File: src/hw/pmc_pkg.sv
// constants and types shared by the parallel port mode control block
package pmc_pkg;
	localparam int BUS_AW = 8;
	localparam int DATA_W = 8;
	localparam int ADDR_W = 15;
	localparam int SYNC_W = 13;
	localparam logic [7:0] OFS_MODE = 8'h00;
	localparam logic [7:0] OFS_ADDR = 8'h04;
	localparam logic [7:0] OFS_DATA = 8'h08;
	localparam logic [7:0] OFS_CTRL = 8'h0C;
	localparam logic [7:0] OFS_STAT = 8'h10;
	localparam logic [7:0] OFS_MASK = 8'h14;
	localparam int BUSY_BIT = 15;
	localparam int INTERRUPT_REQUEST_SELECT_LO = 13;
	localparam int ADDRESS_STEP_SELECT_LO = 11;
	localparam int UNIMP_BIT = 10;
	localparam int MODE_LO = 8;
	localparam int SETUP_WAIT_STATES_LO = 6;
	localparam int STROBE_WAIT_STATES_LO = 2;
	localparam int END_WAIT_STATES_LO = 0;
	localparam logic [31:0] MODE_RST = 32'h0000_0000;
	localparam logic [31:0] MODE_WMASK = 32'h0000_7BFF;
	localparam logic [1:0] IRQ_NONE = 2'h0;
	localparam logic [1:0] IRQ_EACH = 2'h1;
	localparam logic [1:0] IRQ_BUF3 = 2'h2;
	localparam logic [1:0] STEP_NONE = 2'h0;
	localparam logic [1:0] STEP_INC = 2'h1;
	localparam logic [1:0] STEP_DEC = 2'h2;
	localparam logic [1:0] STEP_BUF = 2'h3;
	localparam logic [1:0] PM_LEGACY = 2'h0;
	localparam logic [1:0] PM_ENH = 2'h1;
	localparam logic [1:0] PM_MAST2 = 2'h2;
	localparam logic [1:0] PM_MAST1 = 2'h3;
	localparam int CTRL_CS1_BIT = 0;
	localparam int CTRL_RD_BIT = 1;
	localparam int STAT_W = 2;
	localparam int STAT_REQ_BIT = 0;
	localparam int STAT_DONE_BIT = 1;
	localparam int A14 = 14;
	localparam int STEP_HI = 10;
	localparam int STEP_LO = 2;
	localparam logic [1:0] LAST_BUF = 2'h3;
	typedef enum logic [3:0] {
		ST_IDLE = 4'b0001,
		ST_SETUP = 4'b0010,
		ST_STROBE = 4'b0100,
		ST_END = 4'b1000
	} pmc_state_e;
endpackage : pmc_pkg

File: src/hw/pmc_sync.sv
// two flip-flop synchroniser for pin inputs
`timescale 1ns/1ns
module pmc_sync #(
	parameter int W = 1
) (
	input wire logic sys_clk,
	input wire logic rst,
	input wire logic [W-1:0] d,
	output logic [W-1:0] q
);
	logic [W-1:0] meta_ff;

	always_ff @(posedge sys_clk or posedge rst) begin
		if (rst) begin
			meta_ff <= '0;
			q <= '0;
		end else begin
			meta_ff <= d;
			q <= meta_ff;
		end
	end
endmodule : pmc_sync

File: src/hw/pmc_top.sv
// parallel port mode control: mode register, master cycle timing, slave buffers
//
// Chosen here: the address-and-strobe port and the register addresses.
`timescale 1ns/1ns
module pmc_top
	import pmc_pkg::*;
(
	input wire logic sys_clk,
	input wire logic rst,
	input wire logic [pmc_pkg::BUS_AW-1:0] bus_addr,
	input wire logic [31:0] bus_wdata,
	input wire logic bus_wr,
	input wire logic bus_rd,
	output logic [31:0] bus_rdata,
	output logic irq,
	input wire logic chip_select_one_in,
	output logic chip_select_one_out,
	output logic chip_select_one_oe,
	input wire logic read_strobe_in,
	output logic read_strobe_out,
	output logic read_strobe_oe,
	input wire logic write_strobe_in,
	output logic write_strobe_out,
	output logic write_strobe_oe,
	input wire logic [1:0] port_address_in,
	output logic [pmc_pkg::ADDR_W-1:0] port_address_out,
	output logic port_address_oe,
	input wire logic [pmc_pkg::DATA_W-1:0] port_data_in,
	output logic [pmc_pkg::DATA_W-1:0] port_data_out,
	output logic port_data_oe
);
	import pmc_pkg::*;

	function automatic logic [4:0] setup_len(input logic [3:0] wm, input logic [1:0] wb);
		setup_len = (wm == 4'h0) ? 5'h01 : {3'h0, wb} + 5'h01;
	endfunction : setup_len

	function automatic logic [4:0] end_len(input logic [3:0] wm, input logic [1:0] we,
		input logic is_rd);
		if (wm == 4'h0) begin
			end_len = is_rd ? 5'h00 : 5'h01;
		end else begin
			end_len = {3'h0, we} + 5'h01;
		end
	endfunction : end_len

	function automatic logic [ADDR_W-1:0] step_addr(input logic [ADDR_W-1:0] a,
		input logic dec, input logic keep14);
		logic [8:0] lo;
		logic [9:0] wide;
		lo = dec ? a[STEP_HI:STEP_LO] - 9'h001 : a[STEP_HI:STEP_LO] + 9'h001;
		wide = dec ? {a[A14], a[STEP_HI:STEP_LO]} - 10'h001
			: {a[A14], a[STEP_HI:STEP_LO]} + 10'h001;
		step_addr = a;
		if (keep14) begin
			step_addr[STEP_HI:STEP_LO] = lo;
		end else begin
			{step_addr[A14], step_addr[STEP_HI:STEP_LO]} = wide;
		end
	endfunction : step_addr

	logic [31:0] mode_ff;
	logic [ADDR_W-1:0] addr_ff;
	logic [DATA_W-1:0] wdata_ff;
	logic [DATA_W-1:0] mdata_ff;
	logic cs1_en_ff;
	logic [STAT_W-1:0] stat_ff;
	logic [STAT_W-1:0] mask_ff;
	pmc_state_e st_ff;
	pmc_state_e nxt_st;
	logic [3:0] cnt_ff;
	logic [3:0] nxt_cnt;
	logic dir_rd_ff;
	logic [3:0] span_ff;
	logic [DATA_W-1:0] rbuf [4];
	logic [DATA_W-1:0] wbuf [4];
	logic [1:0] rptr_ff;
	logic [1:0] wptr_ff;
	logic [SYNC_W-1:0] pin_sync;
	logic s_cs, s_rd, s_wr;
	logic [1:0] s_a;
	logic [DATA_W-1:0] s_d;
	logic cs_q_ff, rd_q_ff, wr_q_ff;
	logic [1:0] interrupt_request_select, address_step_select, pmode, setup_wait_states, end_wait_states;
	logic [3:0] strobe_wait_states;
	logic is_master, busy, start, start_rd, cycle_done;
	logic acc_rd, acc_wr, slave_acc, buf_mode;
	logic [1:0] ridx, widx, acc_idx, sw_idx;
	logic req_evt, addr_wr;
	logic [4:0] end_n;
	logic [1:0] cap_ff;

	assign interrupt_request_select = mode_ff[INTERRUPT_REQUEST_SELECT_LO +: 2];
	assign address_step_select = mode_ff[ADDRESS_STEP_SELECT_LO +: 2];
	assign pmode = mode_ff[MODE_LO +: 2];
	assign setup_wait_states = mode_ff[SETUP_WAIT_STATES_LO +: 2];
	assign strobe_wait_states = mode_ff[STROBE_WAIT_STATES_LO +: 4];
	assign end_wait_states = mode_ff[END_WAIT_STATES_LO +: 2];
	assign is_master = pmode[1];
	assign busy = (st_ff != ST_IDLE);
	assign addr_wr = bus_wr && (bus_addr == OFS_ADDR);
	assign sw_idx = addr_ff[1:0];

	// master cycles are started only from idle; requests while busy are dropped
	assign start_rd = bus_wr && (bus_addr == OFS_CTRL) && bus_wdata[CTRL_RD_BIT];
	assign start = is_master && !busy && (start_rd || (bus_wr && bus_addr == OFS_DATA));
	assign end_n = end_len(strobe_wait_states, end_wait_states, dir_rd_ff);

	// registers written by software
	always_ff @(posedge sys_clk or posedge rst) begin
		if (rst) begin
			mode_ff <= MODE_RST;
			cs1_en_ff <= 1'b0;
			mask_ff <= '0;
			wdata_ff <= '0;
		end else if (bus_wr) begin
			if (bus_addr == OFS_MODE) begin
				mode_ff <= bus_wdata & MODE_WMASK;
			end else if (bus_addr == OFS_CTRL) begin
				cs1_en_ff <= bus_wdata[CTRL_CS1_BIT];
			end else if (bus_addr == OFS_MASK) begin
				mask_ff <= bus_wdata[STAT_W-1:0];
			end else if (bus_addr == OFS_DATA && is_master && !busy) begin
				wdata_ff <= bus_wdata[DATA_W-1:0];
			end
		end
	end

	// address register and automatic step
	always_ff @(posedge sys_clk or posedge rst) begin
		if (rst) begin
			addr_ff <= '0;
		end else if (addr_wr) begin
			addr_ff <= bus_wdata[ADDR_W-1:0];
		end else if (cycle_done) begin
			if (address_step_select == STEP_INC || address_step_select == STEP_DEC) begin
				addr_ff <= step_addr(addr_ff, address_step_select == STEP_DEC, cs1_en_ff);
			end
		end
	end

	// master cycle sequencer
	always_comb begin
		nxt_st = st_ff;
		nxt_cnt = cnt_ff;
		cycle_done = 1'b0;
		case (st_ff)
			ST_IDLE: begin
				if (start) begin
					nxt_st = ST_SETUP;
					nxt_cnt = 4'(setup_len(strobe_wait_states, setup_wait_states) - 5'h01);
				end
			end
			ST_SETUP: begin
				if (cnt_ff == 4'h0) begin
					nxt_st = ST_STROBE;
					nxt_cnt = strobe_wait_states;
				end else begin
					nxt_cnt = cnt_ff - 4'h1;
				end
			end
			ST_STROBE: begin
				if (cnt_ff != 4'h0) begin
					nxt_cnt = cnt_ff - 4'h1;
				end else if (end_n == 5'h00) begin
					// no end phase on short read
					nxt_st = ST_IDLE;
					cycle_done = 1'b1;
				end else begin
					nxt_st = ST_END;
					nxt_cnt = 4'(end_n - 5'h01);
				end
			end
			ST_END: begin
				if (cnt_ff == 4'h0) begin
					nxt_st = ST_IDLE;
					cycle_done = 1'b1;
				end else begin
					nxt_cnt = cnt_ff - 4'h1;
				end
			end
			default: begin
				nxt_st = ST_IDLE;
			end
		endcase
	end

	always_ff @(posedge sys_clk or posedge rst) begin
		if (rst) begin
			st_ff <= ST_IDLE;
			cnt_ff <= 4'h0;
			dir_rd_ff <= 1'b0;
			span_ff <= 4'h0;
		end else begin
			st_ff <= nxt_st;
			cnt_ff <= nxt_cnt;
			span_ff <= (nxt_st != st_ff) ? 4'h0 : span_ff + 4'h1;
			if (start) begin
				dir_rd_ff <= start_rd;
			end
		end
	end

	// pins lag two cycles through sync, so capture trails the strobe's last period
	// limitation: data lands two cycles after the done flag on a short read
	always_ff @(posedge sys_clk or posedge rst) begin
		if (rst) begin
			cap_ff <= 2'h0;
			mdata_ff <= '0;
		end else begin
			cap_ff <= {cap_ff[0], st_ff == ST_STROBE && cnt_ff == 4'h0 && dir_rd_ff};
			if (cap_ff[1]) begin
				mdata_ff <= s_d;
			end
		end
	end

	// slave pins pass the synchroniser before any use
	pmc_sync #(.W(SYNC_W)) u_sync (
		.sys_clk(sys_clk),
		.rst(rst),
		.d({chip_select_one_in, read_strobe_in, write_strobe_in, port_address_in, port_data_in}),
		.q(pin_sync)
	);
	assign {s_cs, s_rd, s_wr, s_a, s_d} = pin_sync;

	always_ff @(posedge sys_clk or posedge rst) begin
		if (rst) begin
			cs_q_ff <= 1'b0;
			rd_q_ff <= 1'b0;
			wr_q_ff <= 1'b0;
		end else begin
			cs_q_ff <= s_cs;
			rd_q_ff <= s_rd;
			wr_q_ff <= s_wr;
		end
	end

	// an access completes when its strobe falls while selected
	assign acc_rd = !is_master && cs_q_ff && rd_q_ff && !s_rd;
	assign acc_wr = !is_master && cs_q_ff && wr_q_ff && !s_wr;
	assign slave_acc = acc_rd || acc_wr;
	// buffer advance only in legacy slave mode
	assign buf_mode = (pmode == PM_LEGACY) && (address_step_select == STEP_BUF);
	assign ridx = (pmode == PM_ENH) ? s_a : (buf_mode ? rptr_ff : 2'h0);
	assign widx = (pmode == PM_ENH) ? s_a : (buf_mode ? wptr_ff : 2'h0);
	assign acc_idx = acc_rd ? ridx : widx;

	always_ff @(posedge sys_clk or posedge rst) begin
		if (rst) begin
			rptr_ff <= 2'h0;
			wptr_ff <= 2'h0;
		end else if (!buf_mode) begin
			rptr_ff <= 2'h0;
			wptr_ff <= 2'h0;
		end else begin
			if (acc_rd) begin
				rptr_ff <= rptr_ff + 2'h1;
			end
			if (acc_wr) begin
				wptr_ff <= wptr_ff + 2'h1;
			end
		end
	end

	// buffers have no reset; software loads read buffers before use
	always_ff @(posedge sys_clk) begin
		if (acc_wr) begin
			wbuf[widx] <= s_d;
		end
		if (bus_wr && bus_addr == OFS_DATA && !is_master) begin
			rbuf[sw_idx] <= bus_wdata[DATA_W-1:0];
		end
	end

	assign req_evt = (interrupt_request_select == IRQ_EACH && (cycle_done || slave_acc))
		|| (interrupt_request_select == IRQ_BUF3 && slave_acc && acc_idx == LAST_BUF);

	// status flags: a set in the clearing cycle wins
	always_ff @(posedge sys_clk or posedge rst) begin
		if (rst) begin
			stat_ff <= '0;
			irq <= 1'b0;
		end else begin
			stat_ff[STAT_REQ_BIT] <= req_evt || (stat_ff[STAT_REQ_BIT]
				&& !(bus_wr && bus_addr == OFS_STAT && bus_wdata[STAT_REQ_BIT]));
			stat_ff[STAT_DONE_BIT] <= cycle_done || (stat_ff[STAT_DONE_BIT]
				&& !(bus_wr && bus_addr == OFS_STAT && bus_wdata[STAT_DONE_BIT]));
			irq <= |(stat_ff & mask_ff);
		end
	end

	// register read port, data valid only in the cycle after the strobe
	always_ff @(posedge sys_clk or posedge rst) begin
		if (rst) begin
			bus_rdata <= 32'h0000_0000;
		end else if (!bus_rd) begin
			bus_rdata <= 32'h0000_0000;
		end else if (bus_addr == OFS_MODE) begin
			bus_rdata <= {16'h0000, busy && is_master, mode_ff[BUSY_BIT-1:0]};
		end else if (bus_addr == OFS_ADDR) begin
			bus_rdata <= {17'h0_0000, addr_ff};
		end else if (bus_addr == OFS_DATA) begin
			bus_rdata <= {24'h00_0000, is_master ? mdata_ff : wbuf[sw_idx]};
		end else if (bus_addr == OFS_CTRL) begin
			bus_rdata <= {31'h0000_0000, cs1_en_ff};
		end else if (bus_addr == OFS_STAT) begin
			bus_rdata <= {30'h0000_0000, stat_ff};
		end else if (bus_addr == OFS_MASK) begin
			bus_rdata <= {30'h0000_0000, mask_ff};
		end else begin
			bus_rdata <= 32'h0000_0000;
		end
	end

	// pin drivers, all registered
	always_ff @(posedge sys_clk or posedge rst) begin
		if (rst) begin
			chip_select_one_out <= 1'b0;
			read_strobe_out <= 1'b0;
			write_strobe_out <= 1'b0;
			port_address_out <= '0;
			port_data_out <= '0;
			port_data_oe <= 1'b0;
		end else begin
			chip_select_one_out <= nxt_st != ST_IDLE;
			if (pmode == PM_MAST1) begin
				read_strobe_out <= (nxt_st == ST_IDLE) ? 1'b0 : (start ? start_rd : dir_rd_ff);
				write_strobe_out <= nxt_st == ST_STROBE;
			end else begin
				read_strobe_out <= nxt_st == ST_STROBE && dir_rd_ff;
				write_strobe_out <= nxt_st == ST_STROBE && !dir_rd_ff;
			end
			port_address_out <= addr_ff;
			if (cs1_en_ff) begin
				// bit 14 serves as chip select
				port_address_out[A14] <= nxt_st != ST_IDLE;
			end
			if (is_master) begin
				port_data_out <= wdata_ff;
				port_data_oe <= nxt_st != ST_IDLE && !(start ? start_rd : dir_rd_ff);
			end else begin
				port_data_out <= rbuf[ridx];
				port_data_oe <= s_cs && s_rd;
			end
		end
	end

	// strobe and select pins are outputs only in master modes
	assign chip_select_one_oe = is_master;
	assign read_strobe_oe = is_master;
	assign write_strobe_oe = is_master;
	assign port_address_oe = is_master;

	busy_flag_a: assert property (@(posedge sys_clk) disable iff (rst)
		(bus_rd && bus_addr == OFS_MODE && is_master) |=> bus_rdata[BUSY_BIT] == $past(busy))
		else $error("busy bit does not follow transfer state");
	irq_none_a: assert property (@(posedge sys_clk) disable iff (rst)
		(interrupt_request_select == IRQ_NONE && !stat_ff[STAT_REQ_BIT]) |=> !stat_ff[STAT_REQ_BIT])
		else $error("request flag set with requests off");
	irq_each_a: assert property (@(posedge sys_clk) disable iff (rst)
		(interrupt_request_select == IRQ_EACH && cycle_done) |=> stat_ff[STAT_REQ_BIT] ##1 irq || !mask_ff[0])
		else $error("no request after cycle end");
	irq_buf3_a: assert property (@(posedge sys_clk) disable iff (rst)
		(interrupt_request_select == IRQ_BUF3 && slave_acc && acc_idx == LAST_BUF) |=> stat_ff[STAT_REQ_BIT])
		else $error("no request on buffer 3 access");
	addr_inc_a: assert property (@(posedge sys_clk) disable iff (rst)
		(cycle_done && address_step_select == STEP_INC && !cs1_en_ff && !addr_wr) |=>
		{addr_ff[A14], addr_ff[STEP_HI:STEP_LO]}
		== 10'($past({addr_ff[A14], addr_ff[STEP_HI:STEP_LO]}) + 10'h001))
		else $error("address not incremented");
	addr_dec_a: assert property (@(posedge sys_clk) disable iff (rst)
		(cycle_done && address_step_select == STEP_DEC && !cs1_en_ff && !addr_wr) |=>
		{addr_ff[A14], addr_ff[STEP_HI:STEP_LO]}
		== 10'($past({addr_ff[A14], addr_ff[STEP_HI:STEP_LO]}) - 10'h001))
		else $error("address not decremented");
	addr_hold_a: assert property (@(posedge sys_clk) disable iff (rst)
		(address_step_select == STEP_NONE && !addr_wr) |=> $stable(addr_ff))
		else $error("address moved with stepping off");
	a14_fixed_a: assert property (@(posedge sys_clk) disable iff (rst)
		(cycle_done && cs1_en_ff && !addr_wr) |=> addr_ff[A14] == $past(addr_ff[A14]))
		else $error("chip select bit was stepped");
	setup_len_a: assert property (@(posedge sys_clk) disable iff (rst)
		(st_ff == ST_SETUP && nxt_st == ST_STROBE && strobe_wait_states != 4'h0)
		|-> span_ff == {2'h0, setup_wait_states})
		else $error("setup phase length wrong");
	short_rd_a: assert property (@(posedge sys_clk) disable iff (rst)
		(start && start_rd && strobe_wait_states == 4'h0) ##1 (st_ff == ST_SETUP && strobe_wait_states == 4'h0) |=>
		st_ff == ST_STROBE ##1 st_ff == ST_IDLE)
		else $error("short read timing wrong");
	short_wr_a: assert property (@(posedge sys_clk) disable iff (rst)
		(start && !start_rd && strobe_wait_states == 4'h0) ##1 (strobe_wait_states == 4'h0) |=>
		st_ff == ST_STROBE ##1 st_ff == ST_END ##1 st_ff == ST_IDLE)
		else $error("short write timing wrong");
	unimp_zero_a: assert property (@(posedge sys_clk) disable iff (rst)
		(bus_rd && bus_addr == OFS_MODE) |=> bus_rdata[31:16] == 16'h0000
		&& !bus_rdata[UNIMP_BIT])
		else $error("unimplemented mode bits not zero");
endmodule : pmc_top

File: config.mk
export PLATFORM = sky130hd
export DESIGN_NAME = pmc_top
export DESIGN_NICKNAME = d
export VERILOG_FILES = /design/src/hw/pmc_pkg.sv /design/src/hw/pmc_sync.sv /design/src/hw/pmc_top.sv
export SDC_FILE = /design/constraint.sdc
export NUM_CORES = 1
export LEC_CHECK = 0
export BUFFER_PORTS_ARGS = -buffer_cell sky130_fd_sc_hd__buf_4
export CORE_ASPECT_RATIO = 1.4
export CORE_MARGIN = 5
export CORE_UTILIZATION = 25
export DETAILED_ROUTE_END_ITERATION = 10
export PLACE_DENSITY = 0.46
export SLEW_MARGIN = 0
export SYNTH_ARGS = -nofsm -noshare
export SYNTH_HDL_FRONTEND = slang
export SYNTH_SLANG_ARGS = --single-unit
File: constraint.sdc
create_clock -name sys_clk -period 7.8 [get_ports sys_clk]
set_input_delay 1.56 -clock sys_clk [delete_from_list [all_inputs] [get_ports sys_clk]]
set_output_delay 1.56 -clock sys_clk [all_outputs]
set_load 0.02 [all_outputs]
==> results of run 1 <==
[sequential cells by signal (all words and copies together) (netlist names), 4 cells and up]
| register | cells |
|---|---|
| st_ff | 4 |
| wdata_ff | 8 |
| cnt_ff | 4 |
| port_address_out | 15 |
| mdata_ff | 8 |
| bus_rdata | 16 |
| addr_ff | 15 |
| u_sync.q | 13 |
| u_sync.meta_ff | 13 |
| wbuf | 32 |
| rbuf | 32 |
| port_data_out | 8 |
| mode_ff | 14 |
[worst max-delay path: cells and delay by family]
family / cells / cell delay, ns
buf+inv: 1 / 0.11
simple gates: 6 / 2.00
[metrics by stage]
stage | setup slack, ns | instance area (um2) | power [mW]
after global placement | 3.76 | 9710 | 1.34
after floorplan | 2.55 | 8680 | 1.27
final | 4.26 | 10500 | 2.44
after global routing | 4.04 | 10500 | 2.54
after detailed placement | 3.72 | 9710 | 1.34
after CTS | 4.25 | 10500 | 2.49
[Yosys cell counts, types with 4 or more instances]
cell type    n  area share (%)
clkbuf_1    15            0.65
nor2_1      34             1.5
nor2b_1      6            0.44
a31oi_1      4            0.29
and2_1       8            0.58
nand3b_1     7            0.61
dfrtp_1    137              40
a211oi_1     4            0.35
buf_4       19             1.7
edfxtp_1    64              22
and3_1       7            0.51
xnor2_1      8            0.81
nor3_1       9            0.52
xor2_1       4            0.41
o22ai_1      6            0.44
nand2b_1    11            0.80
buf_2        6            0.35
inv_1       11            0.48
or3_1        4            0.29
mux2_2      34             4.4
nand3_1     11            0.64
ha_1        17             2.5
nand2_1     87             3.8
o21ai_0     17            0.99
mux2i_1     18             2.1
a21oi_1     22             1.3
o211ai_1     5            0.44
nor3b_1      6            0.52
mux4_2      16             4.2
[kinds of logic after synthesis]
group                      Yosys count
DFF                                202
muxes                               68
and+or+nand+nor                    210
AOI/OAI and AO/OA                   88
adders and majority gates           18
xor gates and xnor gates            12
buffers and inverters               55
other                                1
[layout make-up]
cell class / count / share of cell area, %
Timing Repair Buffer: 96 / 6.85
Inverter: 12 / 0.476
Tap cell: 451 / 5.37
Multi-Input combinational cell: 412 / 28.6
Sequential cell: 202 / 51.1
Clock buffer: 28 / 5.94
Clock inverter: 12 / 1.68
[path summary, 6_finish.rpt]
path                            slack (ns)                          from  cells after the start                        endpoint
worst max-delay path                  4.26                   bus_addr[1]                      7            rbuf[2][4]$_DFFE_PP_
worst min-delay path                  0.35  u_sync.meta_ff[10]$_DFF_PP0_                      0          u_sync.q[10]$_DFF_PP0_
worst max register to register        4.66        mode_ff[2]$_DFFE_PP0P_                     10         addr_ff[14]$_DFFE_PP0P_
worst min register to register        0.35  u_sync.meta_ff[10]$_DFF_PP0_                      0          u_sync.q[10]$_DFF_PP0_
max in group asynchronous             5.28                           rst                      3  port_address_out[12]$_DFF_PP0_
min in group asynchronous             1.15                           rst                      2    u_sync.meta_ff[12]$_DFF_PP0_
[layer usage]
layer  vias to the layer above  wire length [um]  share of wire [%]
met5                         -                 0                  0
met4                         0               618                3.0
met3                        40               790                3.8
met2                       122             10900                 52
met1                      2647              8640                 41
li1                       2512                 -                  -
[report_power, final]
part / switching, mW / internal [mW]
combinational: 0.0985 / 0.0719
sequential: 0.0229 / 1.12
clock: 0.427 / 0.703
total: 0.548 / 1.89
==> out/qor.txt, run 1 <==
Post-route insts no fill: 1213
Commonest non-fill, non-tap cell in the layout: dfrtp_1
Crit path arrival time: 3.67 ns
Tcrit/Tclk final: 45.4%
Layout cells sized above 1: 26.5%
RD Place Congestion: 0.815
Netlist cell types: 71
Skew-Pair Late Insertion Delay: 0.50 ns
DR WL/cell: 17.2 um
GRT Overall Usage: 10.7%
LEAKAGE: 4.47 nW
Synthesis-stage register bit count: 202
Detailed placement HPWL: 15000 um
Grt met2 use: 19.3%
Max-Slew Margin vs Limit: 27.7%
Post-Route WL: 20900 um
XOR/XNOR Fraction of Synth Area: 1.22%
Post-Syn Instances: 654
Largest net degree at the start of global routing: 73
Initial Util: 25.3%
Crit-path cells: buf_4 > nor3_2 > and3_1 > nand2b_1 > nor3b_1 > nand2_1 > nor2_1
Max Root-Sink Buffers: 3
Residual DRC: 0
I/O Pins: 121
CTS root buf: clkbuf_16
IO buf count: 87
Met1 global-route usage: 13.1%
PostCTS Resize Cnt: 0
Crit. End Element: flip-flop
Asr flop ratio synth: 68.3%
Critical setup path kind: primary input to flip-flop
Post-Synth Simple-Gate Area: 12.1%
Final number of hold-violating endpoints: 0
Startpoint Class: primary input
Vias in the first global route: 5625
Die ar.: 0.0383 mm2
Setup Viol. Count Final: 0
RSZ-0062 raised after global routing: false
DR pass1 iterations: 4
Seq/Total Area, Yosys: 62.4%
First-pass GRT wire length: 32700 um
CTS Hold Bufs: 0
Sequential cell area: 0.00538 mm2
Iter 0 DRT Violations: 240
CP peak stage delay: 0.56 ns
Ant. Diodes: 0
Worst-margin pin slew: 1.08 ns
Post-Route Setup TNS: 0 ns
Worst-path fanout max: 10
CTS tree: yes
Minimum clock period: 3.54 ns
Outcome: complete, no violations
Core Box Area: 0.0341 mm2
Max Freq: 282 MHz
WP data required: 7.93 ns
Post-CTS Setup Bufs: 0
Synth Cell Area: 0.00862 mm2
Initial antenna violation count: 0
Std-Cell Rows: 80
CTS buffer count: 22
Ys flop type: dfrtp_1
Multi-input gate area: 0.00300 mm2
Min Hold Slack: 0.348 ns
Final ANT Viol Nets: 0
Most frequent cells in the layout: dfrtp_1 (137), buf_4 (96), nand2_1 (87)
Fin nets: 821
Synth warn: 0
Total of max-cap violations: 0
Fin. max-slew vios: 0
Dpl cells: 1173
Max VDD drop: 0.120 mV
Grt met3 use: 1.62%
Final core occ: 30.8%
Vias/cell: 4.39
HP Class: flip-flop to flip-flop
Slowest-stage cell, CP: nor2_1
Die X: 167 um
Skew final: 0.00755 ns
Adder-cell share of the synthesized area: 2.70%
Reg clk slew, reported paths: 0.06 ns
PwrDens: 232 mW/mm2
Avg Cell Area, Syn: 13.2 um2
Filler cells: 3462
Synth-to-Final Area Change: 22.0%
TritonCTS Sinks: 202
Mux contribution to synthesized area: 10.7%
Total gr overflow: 0
CTS H-tree depth: 1
Busiest grt layer: met2
Die Y: 230 um
Post-synth EDFFs: 64
Synth Area in Compound Gates: 7.24%
Via Count: 5321
Largest family of logic cells by synthesized area: simple AND/OR/NAND/NOR gates
(Power assumes the default switching activity.)
==> run 2: changes to the inputs <==
- clock period: 7.8 -> 3.7 ns (I/O delays scaled with it)
==> out/qor.txt, run 2 (same netlist as run 1, synthesis figures left out) <==
Outcome: complete, no violations
CTS Hold Bufs: 0 (unchanged)
Die Y: 230 um (unchanged)
CP Buf/Inv Count: 0 (-1)
Std-Cell Rows: 80 (unchanged)
Setup slack after placement: 0.662 ns (-3.05 ns)
Vias/cell: 4.34 (-0.98%)
CTS root buf: clkbuf_16
Core Box Area: 0.0341 mm2 (unchanged)
Max VDD drop: 0.292 mV (+140%)
Max-Slew Margin vs Limit: 41.6% (+14 points)
Fin nets: 830 (+1.1%)
Reg2reg path depth: 10 (unchanged)
Tcrit/Tclk final: 81.4%
CTS buffer count: 22 (unchanged)
RD Place Congestion: 0.821 (+0.71%)
Largest net degree at the start of global routing: 139 (+90%)
Post-CTS Setup Bufs: 0 (unchanged)
Initial Util: 25.3% (unchanged)
Max Root-Sink Buffers: 3 (unchanged)
Most frequent cells in the layout: dfrtp_1 (137), buf_4 (104), nand2_1 (87)
Detailed placement HPWL: 14800 um (-1.7%)
Total gr overflow: 0 (unchanged)
Skew final: 0.0219 ns (+0.0144 ns)
RSZ-0062 raised after global routing: false
GRT Overall Usage: 11.1% (+0.35 points)
Reg clk slew, reported paths: 0.07 ns (about the same)
Ant. Diodes: 0 (unchanged)
Critical setup path kind: flip-flop to flip-flop
Design Power: 5.10 mW (+110%)
Fin. max-slew vios: 0 (unchanged)
Initial antenna violation count: 0 (unchanged)
Final ANT Viol Nets: 0 (unchanged)
I/O Pins: 121 (unchanged)
Placed cell areas: 0.00978 mm2 (+0.70%)
WHS Path Cells: 1 (+1)
HP Class: primary input to flip-flop
Layout cells sized above 1: 26.8% (+0.34 points)
Slowest-stage cell, CP: or4_1
First-pass GRT wire length: 33600 um (+2.8%)
Crit path arrival time: 3.41 ns (-0.26 ns)
PostCTS Resize Cnt: 0 (unchanged)
PwrDens: 483 mW/mm2 (+110%)
CTS H-tree depth: 1 (unchanged)
CP peak stage delay: 0.66 ns (+0.10 ns)
Startpoint Class: flip-flop
Worst-margin pin slew: 0.876 ns (-0.208 ns)
Synth-to-Final Area Change: 22.3%
CTS tree: yes
Crit. End Element: flip-flop
Die X: 167 um (unchanged)
DR pass1 iterations: 4 (unchanged)
Min Hold Slack: 0.317 ns (-0.0302 ns)
Max Freq: 332 MHz
Final worst slack: 0.687 ns (-3.57 ns)
Post-Route WL: 21300 um (+1.8%)
Final number of hold-violating endpoints: 0 (unchanged)
Worst-path fanout max: 9 (-1)
Total of max-cap violations: 0 (unchanged)
Finished Cell Area: 0.0105 mm2 (+0.27%)
Post-route insts no fill: 1222 (+0.74%)
Residual DRC: 0 (unchanged)
LEAKAGE: 4.50 nW (+0.66%)
DR WL/cell: 17.4 um (+1.1%)
Dpl cells: 1182 (+0.77%)
Vias in the first global route: 5705 (+1.4%)
WP data required: 4.09 ns (-3.84 ns)
Final core occ: 30.9% (+0.084 points)
Via Count: 5308 (-0.24%)
Minimum clock period: 3.01 ns
Commonest non-fill, non-tap cell in the layout: dfrtp_1
Iter 0 DRT Violations: 222 (-7.5%)
TritonCTS Sinks: 202 (unchanged)
Die ar.: 0.0383 mm2 (unchanged)
Critical path depth in cells: 10 (+3)
Crit-path cells: or4_1 > nand2_1 > ha_1 > ha_1 > nand3b_1 > a211oi_4 > nand2b_1 > o211a_1 > a21oi_2 > nand2_1
IO buf count: 87 (unchanged)
Setup Viol. Count Final: 0 (unchanged)
Worst path top cell family by delay: simple AND/OR/NAND/NOR gates
Post-Route Setup TNS: 0 ns (unchanged)
Skew-Pair Late Insertion Delay: 0.52 ns (+0.02 ns)
Largest regs: rbuf x32, wbuf x32, bus_rdata x16
-- run 2: layout make-up --
cell class	instances	area [um2]
clock buffer	23	554
clock inverter	17	208
fill	3440	23600
inverter	12	48.8
multi-input combinational	412	2990
sequential	202	5380
tap	451	564
timing repair buffer	105	801
-- run 2: worst reg2reg max path: cells and delay by family, from the launching register on --
family	cells	cell delay, ns
compound gates	3	0.80
fa+ha+maj	2	0.32
flops	1	0.42
simple gates	5	1.36
-- run 2: path summary, 6_finish.rpt --
check	startpoint	to	slack [ns]
worst max register to register	mode_ff[2]$_DFFE_PP0P_	addr_ff[14]$_DFFE_PP0P_	0.69
worst max-delay path	mode_ff[2]$_DFFE_PP0P_	addr_ff[14]$_DFFE_PP0P_	0.69
worst min-delay path	port_data_in[0]	u_sync.meta_ff[0]$_DFF_PP0_	0.32
min in group asynchronous	rst	u_sync.meta_ff[0]$_DFF_PP0_	0.42
worst min register to register	u_sync.meta_ff[4]$_DFF_PP0_	u_sync.q[4]$_DFF_PP0_	0.35
max in group asynchronous	rst	port_data_out[7]$_DFF_PP0_	2.67
-- run 2: routing by layer --
layer	global-route usage [%]	part of all wire (%)	up-vias
met2	19.8	52	103
met3	1.74	3.6	36
met1	13.6	42	2639
met5	0	0	-
li1	-	-	2530
met4	3.76	2.8	0
-- run 2: power by group --
| part | switching, mW | internal (mW) | total [mW] |
|---|---|---|---|
| Combinational | 0.211 | 0.155 | 0.366 |
| Sequential | 0.0473 | 2.36 | 2.40 |
| Clock | 0.944 | 1.38 | 2.33 |
| Total | 1.20 | 3.89 | 5.10 |
==> run 3: changes to the inputs <==
- clock period: 3.7 -> 2.81 ns (I/O delays scaled with it)
==> out/qor.txt, run 3 (same netlist as run 1, synthesis figures left out) <==
Post-CTS Setup Bufs: 0 (unchanged)
Slowest-stage cell, CP: or4_1
Setup slack after placement: 0.102 ns (-0.561 ns)
Max VDD drop: 0.359 mV (+23%)
Critical Path Most Common Cell: nand2_1
Initial Util: 25.3% (unchanged)
RSZ-0062 raised after global routing: true
I/O Pins: 121 (unchanged)
Largest regs: rbuf x32, wbuf x32, bus_rdata x16
Vias in the first global route: 5805 (+1.8%)
Post-Route Setup TNS: 0 ns (unchanged)
Post-Route WL: 21900 um (+2.7%)
Die ar.: 0.0383 mm2 (unchanged)
Worst path top cell family by delay: simple AND/OR/NAND/NOR gates
PwrDens: 603 mW/mm2 (+25%)
Max Root-Sink Buffers: 3 (unchanged)
Setup Viol. Count Final: 0 (unchanged)
Iter 0 DRT Violations: 295 (+33%)
Max-Slew Margin vs Limit: 20.8% (-21 points)
Ant. Diodes: 0 (unchanged)
Crit. End Element: flip-flop
Crit-path cells: or4_1 > nand2_1 > nand2_1 > ha_1 > ha_1 > nand3b_1 > a2111oi_4 > buf_12 > nand4b_1 > mux2i_1 > a311oi_1 > nand2_1
Synth-to-Final Area Change: 23.5%
Max Freq: 373 MHz (+12%)
Fin nets: 852 (+2.7%)
Filler cells: 3428 (-0.35%)
Crit path arrival time: 3.07 ns (-0.34 ns)
Initial antenna violation count: 0 (unchanged)
TritonCTS Sinks: 202 (unchanged)
CP peak stage delay: 0.59 ns (-0.07 ns)
Outcome: complete, no violations
Worst-path fanout max: 12 (+3)
LEAKAGE: 4.57 nW (+1.5%)
CTS buffer count: 23 (+4.5%)
Total gr overflow: 0 (unchanged)
CTS H-tree depth: 1 (unchanged)
Min Hold Slack: 0.0624 ns (-0.255 ns)
Skew final: 0.0110 ns (-0.0110 ns)
Reg clk slew, reported paths: 0.06 ns (about the same)
Minimum clock period: 2.68 ns (-0.332 ns)
Startpoint Class: flip-flop
Vias/cell: 4.33 (-0.33%)
CTS tree: yes
Tcrit/Tclk final: 95.4% (+14 points)
First-pass GRT wire length: 34200 um (+1.7%)
Final ANT Viol Nets: 0 (unchanged)
Most frequent cells in the layout: dfrtp_1 (137), buf_4 (124), nand2_1 (87)
PostCTS Resize Cnt: 0 (unchanged)
RD Place Congestion: 0.830 (+1.1%)
Worst-margin pin slew: 1.19 ns (+0.313 ns)
WP data required: 3.20 ns (-0.89 ns)
Critical setup path kind: flip-flop to flip-flop
Die X: 167 um (unchanged)
Detailed placement HPWL: 15700 um (+6.2%)
Total of max-cap violations: 0 (unchanged)
Skew-Pair Late Insertion Delay: 0.52 ns (about the same)
Via Count: 5390 (+1.5%)
GRT Overall Usage: 11.4% (+0.27 points)
Core Box Area: 0.0341 mm2 (unchanged)
CTS root buf: clkbuf_16
Commonest non-fill, non-tap cell in the layout: dfrtp_1
DR WL/cell: 17.6 um (+0.76%)
CP Buf/Inv Count: 1 (+1)
DR pass1 iterations: 4 (unchanged)
Final number of hold-violating endpoints: 0 (unchanged)
Die Y: 230 um (unchanged)
IO buf count: 87 (unchanged)
Final worst slack: 0.129 ns (-0.558 ns)
Fin. max-slew vios: 0 (unchanged)
Layout cells sized above 1: 28.2% (+1.4 points)
Std-Cell Rows: 80 (unchanged)
Residual DRC: 0 (unchanged)
Largest net degree at the start of global routing: 76 (-45%)
CTS Hold Bufs: 0 (unchanged)
Design Power: 6.42 mW (+26%)
HP Class: primary input to asynchronous set/reset pin
Final core occ: 31.2% (+0.30 points)
-- run 3: changes by cell type in the layout (fill, tap and decap cells not counted), sizes merged --
cell	delta
inv	-1
buf	+21
clkbuf	+10
bufinv	-4
clkinvlp	+1
clkinv	-4
-- run 3: worst paths after layout --
check                                                    to  slack [ns]                   startpoint  cells past startpoint
worst min-delay path                    cap_ff[0]$_DFF_PP0_        0.06                          rst                      2
worst min register to register        u_sync.q[0]$_DFF_PP0_        0.35  u_sync.meta_ff[0]$_DFF_PP0_                      0
worst max register to register      addr_ff[14]$_DFFE_PP0P_        0.13       mode_ff[2]$_DFFE_PP0P_                     12
min in group sys_clk            u_sync.meta_ff[6]$_DFF_PP0_        0.15              port_data_in[6]                      1
worst max-delay path                addr_ff[14]$_DFFE_PP0P_        0.13       mode_ff[2]$_DFFE_PP0P_                     12
max in group asynchronous           wdata_ff[2]$_DFFE_PP0P_        1.98                          rst                      3
-- run 3: stage by stage --
stage                     std cells  area (um2)
after floorplan                 669        8680
after global placement         1203        9950
after detailed placement       1203        9950
after CTS                      1245       10600
after global routing           1245       10600
final                          1245       10600
-- run 3: worst reg2reg max path, stage by stage (launching register included) --
cell	delay [ns]
dfrtp_1	0.37
or4_1	0.59
nand2_1	0.12
nand2_1	0.08
ha_1	0.21
ha_1	0.21
nand3b_1	0.21
a2111oi_4	0.13
buf_12	0.17
nand4b_1	0.09
mux2i_1	0.07
a311oi_1	0.24
nand2_1	0.07
-- run 3: final cells by class --
class	count	area (um2)	share of cell area [%]
Clock inverter	9	52.6	0.494
Multi-Input combinational cell	412	3000	28.2
Tap cell	451	564	5.30
Clock buffer	33	633	5.95
Inverter	12	48.8	0.458
Timing Repair Buffer	126	971	9.12
Sequential cell	202	5380	50.5
-- run 3: where the power goes --
part	switching (mW)	internal [mW]
Clock	1.18	1.57
Combinational	0.290	0.219
Sequential	0.0560	3.11
Total	1.52	4.90
-- run 3: routing by layer --
metal | GRT usage, % | part of all wire, % | up-vias
li1 | - | - | 2572
met1 | 13.6 | 41 | 2670
met2 | 20.4 | 52 | 112
met3 | 1.82 | 3.8 | 36
met4 | 4.30 | 3.2 | 0
met5 | 0 | 0 | -
